File: config.mk
export PLATFORM = sky130hd
export DESIGN_NAME = two_wire_eeprom_slave
export DESIGN_NICKNAME = d
export VERILOG_FILES = /design/src/inc/two_wire_eeprom_pkg.sv /design/src/rtl/two_wire_eeprom_slave.sv
export VERILOG_INCLUDE_DIRS = /design/src /design/src/inc
export SDC_FILE = /design/constraint.sdc
export NUM_CORES = 1
export LEC_CHECK = 0
export BUFFER_PORTS_ARGS = -buffer_cell sky130_fd_sc_hd__buf_2
export CAP_MARGIN = 30
export CORE_MARGIN = 2
export CORE_UTILIZATION = 61
export DETAILED_ROUTE_END_ITERATION = 6
export GPL_ROUTABILITY_DRIVEN = 1
export PLACE_DENSITY = 0.81
export SYNTH_ARGS = -nofsm -noshare
export SYNTH_HDL_FRONTEND = slang
export SYNTH_SLANG_ARGS = --single-unit
File: constraint.sdc
create_clock -name clk_in -period 3.15 [get_ports clk_in]
set_clock_uncertainty 0.05 [all_clocks]
set_input_delay 0 -clock clk_in [delete_from_list [all_inputs] [get_ports clk_in]]
set_output_delay 0 -clock clk_in [all_outputs]
set_load 0.02 [all_outputs]
File: src/inc/two_wire_eeprom_defs.svh
// Constants for the two-wire serial data memory and its I/O port register
//
// Behaviour
// - Sixteen bytes of data memory, all reachable over the two-wire bus.
// - Data line is bit 6, clock line bit 7 of port register 06h.
// - Data line is open-drain, always output, released after reset.
// - Clock line is push-pull, always output, high after reset.
// - Internal write cycle lasts at most 4 ms; memory is busy meanwhile.
// - Data changes only while clock is low during bit transfer.
// - Data falling while clock high is a start; commands open with one.
// - Data rising while clock high is a stop; operations close with one.
// - One bit per clock pulse; master decides the byte count.
// - Receiver holds data low through the ninth clock pulse as acknowledge.
// - No acknowledge at all while a write cycle runs.
// - Master ends a read by withholding acknowledge; device releases data.
// - Control byte: device code 1010, three ignored bits, direction bit.
// - Direction one selects read, zero selects write.
// - Device always watches for its code; acknowledges only when idle.
// - Byte write: address byte, data byte, each acknowledged; stop writes.
// - Only the low four address bits select the location.
// - After a byte write the pointer stays on the written location.
// - A stop before the byte write completes aborts without writing.
// - Extra data bits restart loading; stop inside extra byte aborts.
// - Current read acknowledges control byte, sends byte at pointer.
// - Random read sets pointer by write address, then restarts to read.
// - Master acknowledge after a read byte sends the next byte.
`ifndef TWO_WIRE_EEPROM_DEFS_SVH
`define TWO_WIRE_EEPROM_DEFS_SVH

// ==========================================================
// Register map
`define PORT_REG_ADDR      8'h06
`define PORT_REG_RESET     8'hC0
`define PORT_DATA_BIT      6
`define PORT_CLOCK_BIT     7
`define PORT_PIN_COUNT     6

// ==========================================================
// Protocol
`define DEVICE_CODE        4'hA
`define MEM_DEPTH          16
`define MEM_ADDR_W         4
`define BIT_ACK_SLOT       4'h8
`define BIT_LAST_DATA      4'h7

// ==========================================================
// Timing
`define CLK_PERIOD_NS      20
`define WRITE_TIME_NS      4000000

`endif

File: src/inc/two_wire_eeprom_pkg.sv
// Types for the two-wire serial data memory
package two_wire_eeprom_pkg;

    // ==========================================================
    // Transfer phase of the serial slave
    typedef enum logic [2:0] {
        PH_IDLE,
        PH_CTRL,
        PH_ADDR,
        PH_DATA,
        PH_READ
    } phase_t;

endpackage

File: src/rtl/two_wire_eeprom_slave.sv
// I/O port register with internal two-wire serial data memory
`timescale 1ns/1ps
`include "two_wire_eeprom_defs.svh"

module two_wire_eeprom_slave #(
    parameter int ADDR_W       = 8,
    parameter int WRITE_CYCLES = `WRITE_TIME_NS / `CLK_PERIOD_NS
) (
    input  wire logic                         clk_in,
    input  wire logic                         sys_rst_in,
    input  wire logic [ADDR_W-1:0]            reg_addr_in,
    input  wire logic [7:0]                   reg_wdata_in,
    input  wire logic                         reg_wr_in,
    input  wire logic                         reg_rd_in,
    output logic      [7:0]                   reg_rdata_out,
    input  wire logic [`PORT_PIN_COUNT-1:0]   external_port_pins_in,
    output logic      [`PORT_PIN_COUNT-1:0]   external_port_pins_out,
    output logic                              sda_line_out,
    output logic                              scl_line_out,
    output logic                              mem_busy_out
);

    localparam int BUSY_W = $clog2(WRITE_CYCLES + 1);

    // ==========================================================
    // Declarations
    logic [7:0]                  mem_r [`MEM_DEPTH];
    logic                        scl_drv_r;
    logic                        sda_drv_r;
    logic [`PORT_PIN_COUNT-1:0]  pins_out_r;
    logic [`PORT_PIN_COUNT-1:0]  pins_meta_r;
    logic [`PORT_PIN_COUNT-1:0]  pins_sync_r;
    logic [7:0]                  rdata_r;
    logic                        scl_q_r;
    logic                        sda_q_r;
    logic                        dev_pull_r;
    two_wire_eeprom_pkg::phase_t phase_r;
    logic [3:0]                  bit_cnt_r;
    logic [7:0]                  shift_r;
    logic                        dir_read_r;
    logic                        host_ack_r;
    logic                        scl_seen_r;
    logic                        data_full_r;
    logic [7:0]                  data_buf_r;
    logic [`MEM_ADDR_W-1:0]      wr_addr_r;
    logic [`MEM_ADDR_W-1:0]      rd_ptr_r;
    logic                        wr_go_r;
    logic [BUSY_W-1:0]           busy_cnt_r;
    logic                        sda_bus;
    logic                        busy;
    logic                        start_ev;
    logic                        stop_ev;
    logic                        scl_rise;
    logic                        scl_fall;
    logic                        code_match;
    logic [7:0]                  next_byte;

    // ==========================================================
    // Wired line levels and bus conditions
    assign sda_bus    = sda_drv_r & ~dev_pull_r;
    assign busy       = (busy_cnt_r != '0);
    assign start_ev   = scl_q_r & scl_drv_r & sda_q_r & ~sda_bus;
    assign stop_ev    = scl_q_r & scl_drv_r & ~sda_q_r & sda_bus;
    assign scl_rise   = ~scl_q_r & scl_drv_r;
    assign scl_fall   = scl_q_r & ~scl_drv_r;
    assign code_match = (shift_r[7:4] == `DEVICE_CODE);
    assign next_byte  = mem_r[rd_ptr_r];

    assign reg_rdata_out          = rdata_r;
    assign external_port_pins_out = pins_out_r;
    assign sda_line_out           = sda_bus;
    assign scl_line_out           = scl_drv_r;
    assign mem_busy_out           = busy;

    // ==========================================================
    // Port register writes
    always_ff @(posedge clk_in or posedge sys_rst_in) begin
        if (sys_rst_in) begin
            scl_drv_r  <= 1'b1;
            sda_drv_r  <= 1'b1;
            pins_out_r <= '0;
        end else if (reg_wr_in && reg_addr_in == ADDR_W'(`PORT_REG_ADDR)) begin
            scl_drv_r  <= reg_wdata_in[`PORT_CLOCK_BIT];
            sda_drv_r  <= reg_wdata_in[`PORT_DATA_BIT];
            pins_out_r <= reg_wdata_in[`PORT_PIN_COUNT-1:0];
        end
    end

    // ==========================================================
    // Port pin synchroniser
    always_ff @(posedge clk_in or posedge sys_rst_in) begin
        if (sys_rst_in) begin
            pins_meta_r <= '0;
            pins_sync_r <= '0;
        end else begin
            pins_meta_r <= external_port_pins_in;
            pins_sync_r <= pins_meta_r;
        end
    end

    // ==========================================================
    // Port register reads
    always_ff @(posedge clk_in or posedge sys_rst_in) begin
        if (sys_rst_in) begin
            rdata_r <= '0;
        end else if (reg_rd_in && reg_addr_in == ADDR_W'(`PORT_REG_ADDR)) begin
            rdata_r <= {scl_drv_r, sda_bus, pins_sync_r};
        end else begin
            rdata_r <= '0;
        end
    end

    // ==========================================================
    // Previous line levels for edge detection
    always_ff @(posedge clk_in or posedge sys_rst_in) begin
        if (sys_rst_in) begin
            scl_q_r <= 1'b1;
            sda_q_r <= 1'b1;
        end else begin
            scl_q_r <= scl_drv_r;
            sda_q_r <= sda_bus;
        end
    end

    // ==========================================================
    // Serial slave sequencer
    always_ff @(posedge clk_in or posedge sys_rst_in) begin
        if (sys_rst_in) begin
            phase_r     <= two_wire_eeprom_pkg::PH_IDLE;
            bit_cnt_r   <= '0;
            shift_r     <= '0;
            dev_pull_r  <= 1'b0;
            dir_read_r  <= 1'b0;
            host_ack_r  <= 1'b0;
            scl_seen_r  <= 1'b0;
            data_full_r <= 1'b0;
            data_buf_r  <= '0;
            wr_addr_r   <= '0;
            rd_ptr_r    <= '0;
            wr_go_r     <= 1'b0;
        end else begin
            wr_go_r <= 1'b0;
            if (start_ev) begin
                phase_r     <= two_wire_eeprom_pkg::PH_CTRL;
                bit_cnt_r   <= '0;
                scl_seen_r  <= 1'b0;
                dev_pull_r  <= 1'b0;
                data_full_r <= 1'b0;
            end else if (stop_ev) begin
                if (phase_r == two_wire_eeprom_pkg::PH_DATA && data_full_r
                    && bit_cnt_r == 4'h0) begin
                    wr_go_r <= 1'b1;
                end
                phase_r     <= two_wire_eeprom_pkg::PH_IDLE;
                bit_cnt_r   <= '0;
                dev_pull_r  <= 1'b0;
                data_full_r <= 1'b0;
            end else if (phase_r != two_wire_eeprom_pkg::PH_IDLE) begin
                if (scl_rise) begin
                    scl_seen_r <= 1'b1;
                    if (bit_cnt_r < `BIT_ACK_SLOT &&
                        phase_r != two_wire_eeprom_pkg::PH_READ) begin
                        shift_r <= {shift_r[6:0], sda_bus};
                    end
                    if (bit_cnt_r == `BIT_ACK_SLOT) begin
                        host_ack_r <= ~sda_bus;
                    end
                end
                // Fall closing the start condition carries no bit
                if (scl_fall && scl_seen_r) begin
                    if (bit_cnt_r < `BIT_LAST_DATA) begin
                        bit_cnt_r <= bit_cnt_r + 4'h1;
                        if (phase_r == two_wire_eeprom_pkg::PH_DATA &&
                            bit_cnt_r == 4'h0) begin
                            data_full_r <= 1'b0;
                        end
                        if (phase_r == two_wire_eeprom_pkg::PH_READ) begin
                            shift_r    <= {shift_r[6:0], 1'b0};
                            dev_pull_r <= ~shift_r[6];
                        end
                    end else if (bit_cnt_r == `BIT_LAST_DATA) begin
                        bit_cnt_r <= `BIT_ACK_SLOT;
                        case (phase_r)
                            two_wire_eeprom_pkg::PH_CTRL: begin
                                if (code_match && !busy) begin
                                    dev_pull_r <= 1'b1;
                                    dir_read_r <= shift_r[0];
                                end else begin
                                    phase_r <= two_wire_eeprom_pkg::PH_IDLE;
                                end
                            end
                            two_wire_eeprom_pkg::PH_ADDR: begin
                                wr_addr_r  <= shift_r[`MEM_ADDR_W-1:0];
                                rd_ptr_r   <= shift_r[`MEM_ADDR_W-1:0];
                                dev_pull_r <= 1'b1;
                            end
                            two_wire_eeprom_pkg::PH_DATA: begin
                                data_buf_r  <= shift_r;
                                data_full_r <= 1'b1;
                                dev_pull_r  <= 1'b1;
                            end
                            two_wire_eeprom_pkg::PH_READ: begin
                                dev_pull_r <= 1'b0;
                            end
                            default: begin
                                phase_r <= two_wire_eeprom_pkg::PH_IDLE;
                            end
                        endcase
                    end else begin
                        bit_cnt_r <= '0;
                        case (phase_r)
                            two_wire_eeprom_pkg::PH_CTRL: begin
                                if (dir_read_r) begin
                                    phase_r    <= two_wire_eeprom_pkg::PH_READ;
                                    shift_r    <= next_byte;
                                    dev_pull_r <= ~next_byte[7];
                                    rd_ptr_r   <= rd_ptr_r + 4'h1;
                                end else begin
                                    phase_r    <= two_wire_eeprom_pkg::PH_ADDR;
                                    dev_pull_r <= 1'b0;
                                end
                            end
                            two_wire_eeprom_pkg::PH_ADDR: begin
                                phase_r    <= two_wire_eeprom_pkg::PH_DATA;
                                dev_pull_r <= 1'b0;
                            end
                            two_wire_eeprom_pkg::PH_DATA: begin
                                dev_pull_r <= 1'b0;
                            end
                            two_wire_eeprom_pkg::PH_READ: begin
                                if (host_ack_r) begin
                                    shift_r    <= next_byte;
                                    dev_pull_r <= ~next_byte[7];
                                    rd_ptr_r   <= rd_ptr_r + 4'h1;
                                end else begin
                                    phase_r    <= two_wire_eeprom_pkg::PH_IDLE;
                                    dev_pull_r <= 1'b0;
                                end
                            end
                            default: begin
                                phase_r <= two_wire_eeprom_pkg::PH_IDLE;
                            end
                        endcase
                    end
                end
            end
        end
    end

    // ==========================================================
    // Data memory, not cleared by reset
    always_ff @(posedge clk_in) begin
        if (wr_go_r) begin
            mem_r[wr_addr_r] <= data_buf_r;
        end
    end

    // ==========================================================
    // Internal write cycle timer
    always_ff @(posedge clk_in or posedge sys_rst_in) begin
        if (sys_rst_in) begin
            busy_cnt_r <= '0;
        end else if (wr_go_r) begin
            busy_cnt_r <= BUSY_W'(WRITE_CYCLES);
        end else if (busy) begin
            busy_cnt_r <= busy_cnt_r - BUSY_W'(1);
        end
    end

endmodule // two_wire_eeprom_slave

-- Word level (Yosys, flattened, before mapping)
Memories as Yosys holds them, arrays and structs flattened.
Index checks and enable logic that the tools add are counted.
- $add $sub $neg: 3
- $mul: 0
- div/mod/pow operators: 0
- $lt $le $gt $ge: 2
- equality and inequality tests: 21
- shift-type cells: 0
- mux-type cells: 63
- bitwise operators: 18
- reductions and logical operators: 34
- operator list (kind ; count):
    8-bit 2-to-1 mux ; 9
    4-bit 2-to-1 mux ; 10
    18-bit 2-to-1 mux ; 2
    1-bit 2-to-1 mux ; 27
    3-bit 2-to-1 mux ; 9
    7-bit AND reduction ; 3
    18-bit nonzero test ; 1
    18-bit by 1-bit subtractor with 18-bit output, second input constant ; 1
    8-bit case mux with 2 select lines ; 1
    5-bit AND reduction ; 3
    4-bit by 3-bit inequality test with 1-bit output, second input constant ; 3
    3-bit case mux with 4 select lines ; 1
    3-bit nonzero test ; 4
    1-bit inverter ; 10
    3-bit inequality test, second input constant ; 3
    9-bit AND reduction ; 1
    4-bit by 1-bit adder with 4-bit output, second input constant ; 2
    1-bit bitwise AND ; 8
    4-bit equality test, second input constant ; 2
    8-bit by 3-bit equality test with 1-bit output, second input constant ; 1
    1-bit logical AND ; 8
    4-bit case mux with 2 select lines ; 1
    8-bit AND reduction ; 1
    4-bit nonzero test ; 2
    other kinds (23) ; 28
- register bits after elaboration: 85
- latch bits: 0
- memory bits (writable): 128
- bits in read-only memories: 0
- input port bits: 26
- output and inout bits: 17
- word-level logic and storage cells: 163
- memories kept: 1
- memories (name ; depth ; bits a word ; rd ports ; clocked after memory_dff ; write ports ; RTL line ; RTL):
    mem_r ; 16 ; 8 ; 1 ; 0 ; 1 ; two_wire_eeprom_slave.sv:27 ; logic [7:0] mem_r [`MEM_DEPTH];

-- Longest topological paths before layout
- word-level depth: 11
- mapped depth: 8
- depth with buffers taken out: 7

-- Worst setup path before layout
No wires, ideal clock.
- path kind: reg2reg
- from: register rd_ptr_r[0]
- to: register shift_r[1]
- library setup time: 126 ps
- arrival time: 2288 ps
- data required time: 2974 ps
- slack: 686 ps
- stages on the path, launching flop included: 7
- buffers on the path: 2
- clock period less this slack: 2464 ps
- cell sequence: dfrtp_1 -> buf_2 -> buf_2 -> mux4_2 -> mux4_2 -> and3_1 -> a221o_1
- longest elaborated chain between the ends: 6
- elaborated cells on any way between the ends: 7
- classes of those cells: 6 x mux; 1 x memory
- ends and longest elaborated chain (element ; RTL line ; RTL):
    start: declaration ; two_wire_eeprom_slave.sv:46 ; logic [`MEM_ADDR_W-1:0] rd_ptr_r;
    start signal: assignment ; two_wire_eeprom_slave.sv:194 ; rd_ptr_r <= shift_r[`MEM_ADDR_W-1:0];
    start signal: assignment ; two_wire_eeprom_slave.sv:217 ; rd_ptr_r <= rd_ptr_r + 4'h1;
    start signal: assignment ; two_wire_eeprom_slave.sv:234 ; rd_ptr_r <= rd_ptr_r + 4'h1;
    memory read 16 x 8 bit (*) ; - ;
    8-bit 2-to-1 mux, on equally long branches ; two_wire_eeprom_slave.sv:231, two_wire_eeprom_slave.sv:213 ;
    8-bit case mux with 2 select lines (*) ; two_wire_eeprom_slave.sv:211 ; case (phase_r)
    8-bit 2-to-1 mux (*) ; two_wire_eeprom_slave.sv:181 ; end else if (bit_cnt_r == `BIT_LAST_DATA) begin
    8-bit 2-to-1 mux (*) ; two_wire_eeprom_slave.sv:171 ; if (bit_cnt_r < `BIT_LAST_DATA) begin
    8-bit 2-to-1 mux (*) ; two_wire_eeprom_slave.sv:170 ; if (scl_fall && scl_seen_r) begin
    end signal: assignment ; two_wire_eeprom_slave.sv:163 ; shift_r <= {shift_r[6:0], sda_bus};
    end signal: assignment ; two_wire_eeprom_slave.sv:178 ; shift_r <= {shift_r[6:0], 1'b0};
    end signal: assignment ; two_wire_eeprom_slave.sv:215 ; shift_r <= next_byte;
    end: declaration ; two_wire_eeprom_slave.sv:39 ; logic [7:0] shift_r;
Mark *: on every way between the ends. The rest lies on a longest branch, timed or not.
A chain may end at the register's enable or synchronous reset.

-- Worst setup path in the final report
- from: register busy_cnt_r[2]
- to: output mem_busy_out
- longest elaborated chain between the ends: 1
- ends and longest elaborated chain (element ; RTL line ; RTL):
    start: declaration ; two_wire_eeprom_slave.sv:48 ; logic [BUSY_W-1:0] busy_cnt_r;
    start signal: assignment ; two_wire_eeprom_slave.sv:264 ; busy_cnt_r <= BUSY_W'(WRITE_CYCLES);
    start signal: assignment ; two_wire_eeprom_slave.sv:266 ; busy_cnt_r <= busy_cnt_r - BUSY_W'(1);
    18-bit nonzero test ; two_wire_eeprom_slave.sv:61 ; assign busy = (busy_cnt_r != '0);
    end: declaration ; two_wire_eeprom_slave.sv:20 ; output logic mem_busy_out
Every way passes these cells.

==> results.sh <==
export IMPL_status="finished, final reports clean"
export IMPL_synth_seq_cells=213
export IMPL_r2r_end="busy_cnt_r[1]"
export IMPL_antenna_left=0
export IMPL_routabilityCongestion=0.840
export IMPL_core_sq_mm=0.0144
export IMPL_io_pins=43
export IMPL_crit_path_start_kind="register"
export IMPL_syn_num_nets=612
export IMPL_critPathTopFamily="simple AND/OR/NAND/NOR gates"
export IMPL_finish_utilization_pct=71.7
export IMPL_synth_area_leaders="edfxtp_1 43%, dfrtp_1 23%, mux4_2 9.1%"
export IMPL_die_area_sq_mm=0.0156
export IMPL_hold_end="sda_drv_r"
export IMPL_synth_area_leader_cell="edfxtp_1"
export IMPL_clockBufferDepth=3
export IMPL_rr_startpoint="busy_cnt_r[2]"
export IMPL_drc=0
export IMPL_final_common_cell="edfxtp_1"
export IMPL_end_kind="output port"
export IMPL_grt_max_degree=56
export IMPL_p_leak_uw=0.00364
export IMPL_cts_buffers=22
export IMPL_track_usage_pct=24.6
export IMPL_netlist_area_sq_mm=0.00889
export IMPL_hpwlAfterDp_microns=11900
export IMPL_power_switching_uw=1070
export IMPL_grt_first_pass_wirelength_microns=29800
export IMPL_slowest_stage="nor3_1"
export IMPL_r2r_setup_slack_ns=0.64
export IMPL_hp_start="reg_wr_in"
export IMPL_grt_ovfl_total=0
export IMPL_fmax_ghz=0.350
export IMPL_async_reset_ff_share_pct=39.9
export IMPL_via_per_inst=6.31
export IMPL_netlist_area_leader_share_pct=43.2
export IMPL_final_setup_viol_count=0
export IMPL_final_cell_mix="128 x edfxtp_1, 80 x dfrtp_1, 45 x nor2_1"
export IMPL_fin_crit_sh_pct=90.6
export IMPL_antenna_found_initial=0
export IMPL_routedWlPerCell_microns=21.8
export IMPL_insertion_delay_ns=0.50
export IMPL_port_buffers=42
export IMPL_wirelength_microns=18800
export IMPL_switching_share_pct=19.6
export IMPL_first_iter_violations=584
export IMPL_drive_above_1_share_pct=24.2
export IMPL_slowest_delay_ns=0.68
export IMPL_clk_pin_slew_ns=0.06
export IMPL_max_slew_worst_pin_slew_ns=0.871
export IMPL_hold_path_class="in2reg"
export IMPL_dp_slack_ns=0.638
export IMPL_fp_dieW_microns=125
export IMPL_worst_path_max_fanout=7
export IMPL_cap_violations=0
export IMPL_synth_edf_count=128
export IMPL_finalPower_uw=5490
export IMPL_yosysSeqAreaShare_pct=67.2
export IMPL_power_share_sequential_pct=53.9
export IMPL_crit_type="reg2out"
export IMPL_whs_path_depth=3
export IMPL_rsz0062_at_grt="no"
export IMPL_synthCells=581
export IMPL_yosys_cell_types_count=57
export IMPL_nets=693
export IMPL_syn_to_final_growth_pct=16.0
export IMPL_cp_arrival_ns=2.80
export IMPL_hold_ws_ns=0.0628
export IMPL_required_ns=3.10
export IMPL_pwr_share_clk_pct=44.5
export IMPL_fin_setup_tns_ns=0
export IMPL_reg2regPathDepth=5
export IMPL_rows=44
export IMPL_cts_repair_resized=0
export IMPL_fin_crit_ns=2.85
export IMPL_synth_ff_type="edfxtp_1"
export IMPL_cts_root_buf="clkbuf_16"
export IMPL_finalWorstSetupSlack_ns=0.296
export IMPL_cp_buffers_inverters=1
export IMPL_hold_viol=0
export IMPL_cts_sinks=213
export IMPL_vdd_drop_max_mv=0.571
export IMPL_cts_tree="done"
export IMPL_initial_utilization_pct=61.9
export IMPL_slew_headroom_pct=41.7
export IMPL_grt_pass1_vias=5532
export IMPL_path_cells="or4_1 -> nor3_1 -> nand4_1 -> buf_2"
export IMPL_fill_cells=856
export IMPL_die_h_microns=125
export IMPL_antennaDiodeCount=0
export IMPL_p_int_uw=4420
export IMPL_synth_avg_cell_area_sq_um=15.3
export IMPL_yosys_warnings=0
export IMPL_firstDrtPassIters=6
export IMPL_cellPowerDensity_mw_per_mm2=533
export IMPL_vias=5438
export IMPL_combPwrFrac_pct=1.6
export IMPL_drv_slew=0
export IMPL_cts_max_level=1
## tightest hold or removal path, stage by stage
cell and delay [ns]:
buf_2 0.10, nand2_1 0.26, mux2_2 0.22
## what timing repair did
| item | CTS | global route |
|---|---|---|
| setup buffers | 0 | 0 |
| hold endpoints to repair | 88 | 0 |
| hold buffers | 21 | 0 |
## power groups by stage
stage / clock [uW] / sequential [uW] / combinational, uW
6_report: 2440 / 2960 / 88.6
4_1_cts: 2490 / 2960 / 87.0
3_3_place_gp: 0 / 3020 / 61.4
5_1_grt: 2590 / 2960 / 96.9
3_5_place_dp: 0 / 3020 / 68.9
2_1_floorplan: 0 / 3020 / 28.6
## area by class of cell
cell class,instances,area [sq um],share of cell area (%)
sequential,213,5980,58.0
clock buffer,30,601,5.83
timing repair buffer,86,626,6.07
multi-input combinational,325,2730,26.5
inverter,14,53.8,0.522
tap,184,230,2.23
clock inverter,10,88.8,0.862
## worst max-delay path by stage
stage | start | end | slack (ns) | cells past startpoint
after floorplan | rd_ptr_r[0] | shift_r[1] | 0.69 | 6
after global placement | busy_cnt_r[2] | busy_cnt_r[1] | 0.73 | 5
after detailed placement | busy_cnt_r[2] | busy_cnt_r[1] | 0.64 | 5
after CTS | busy_cnt_r[2] | mem_busy_out | 0.31 | 4
after global routing | busy_cnt_r[2] | mem_busy_out | 0.15 | 4
final | busy_cnt_r[2] | mem_busy_out | 0.30 | 4
## per-layer routing
metal,GRT usage (%),vias up,part of all wire [%]
li1,-,2395,-
met1,32.5,2778,39
met2,42.0,223,51
met3,4.04,42,6.4
met4,8.66,0,3.3
met5,0,-,0
## state kept, by name, summed over array words and instances (netlist names), 3 cells and up
| register | flops |
|---|---|
| bit_cnt_r | 4 |
| busy_cnt_r | 18 |
| data_buf_r | 8 |
| external_port_pins_out | 6 |
| mem_r | 128 |
| phase_r | 3 |
| pins_meta_r | 6 |
| pins_sync_r | 6 |
| rd_ptr_r | 4 |
| reg_rdata_out | 8 |
| shift_r | 8 |
| wr_addr_r | 4 |
## Yosys cell counts, drive strengths merged (10+ instances only)
master  instances
a21oi          16
and3           15
clkbuf         22
dfrtp          81
edfxtp        128
inv            14
mux2           22
mux4           36
nand2          18
nand3          10
nand4          10
nor2           45
nor3           19
o21ai          13
xor2           13
## through the flow
stage | cells | instance area (sq um)
after global placement | 800 | 9380
after floorplan | 581 | 8890
after detailed placement | 801 | 9410
after global routing | 862 | 10300
after CTS | 862 | 10300
final | 862 | 10300
## cells by family (layout without fill, tap and decap cells)
family | after synthesis | in the layout | synth area share [%]
buffers and inverters | 43 | 140 | 2.01
and+or+nand+nor | 171 | 171 | 10.5
xor gates and xnor gates | 15 | 15 | 1.48
DFF | 213 | 213 | 67.2
muxes | 67 | 67 | 12.9
adders and majority gates | 5 | 5 | 0.704
AOI/OAI and AO/OA | 67 | 67 | 5.14
Power figures use the tool's default switching activity.
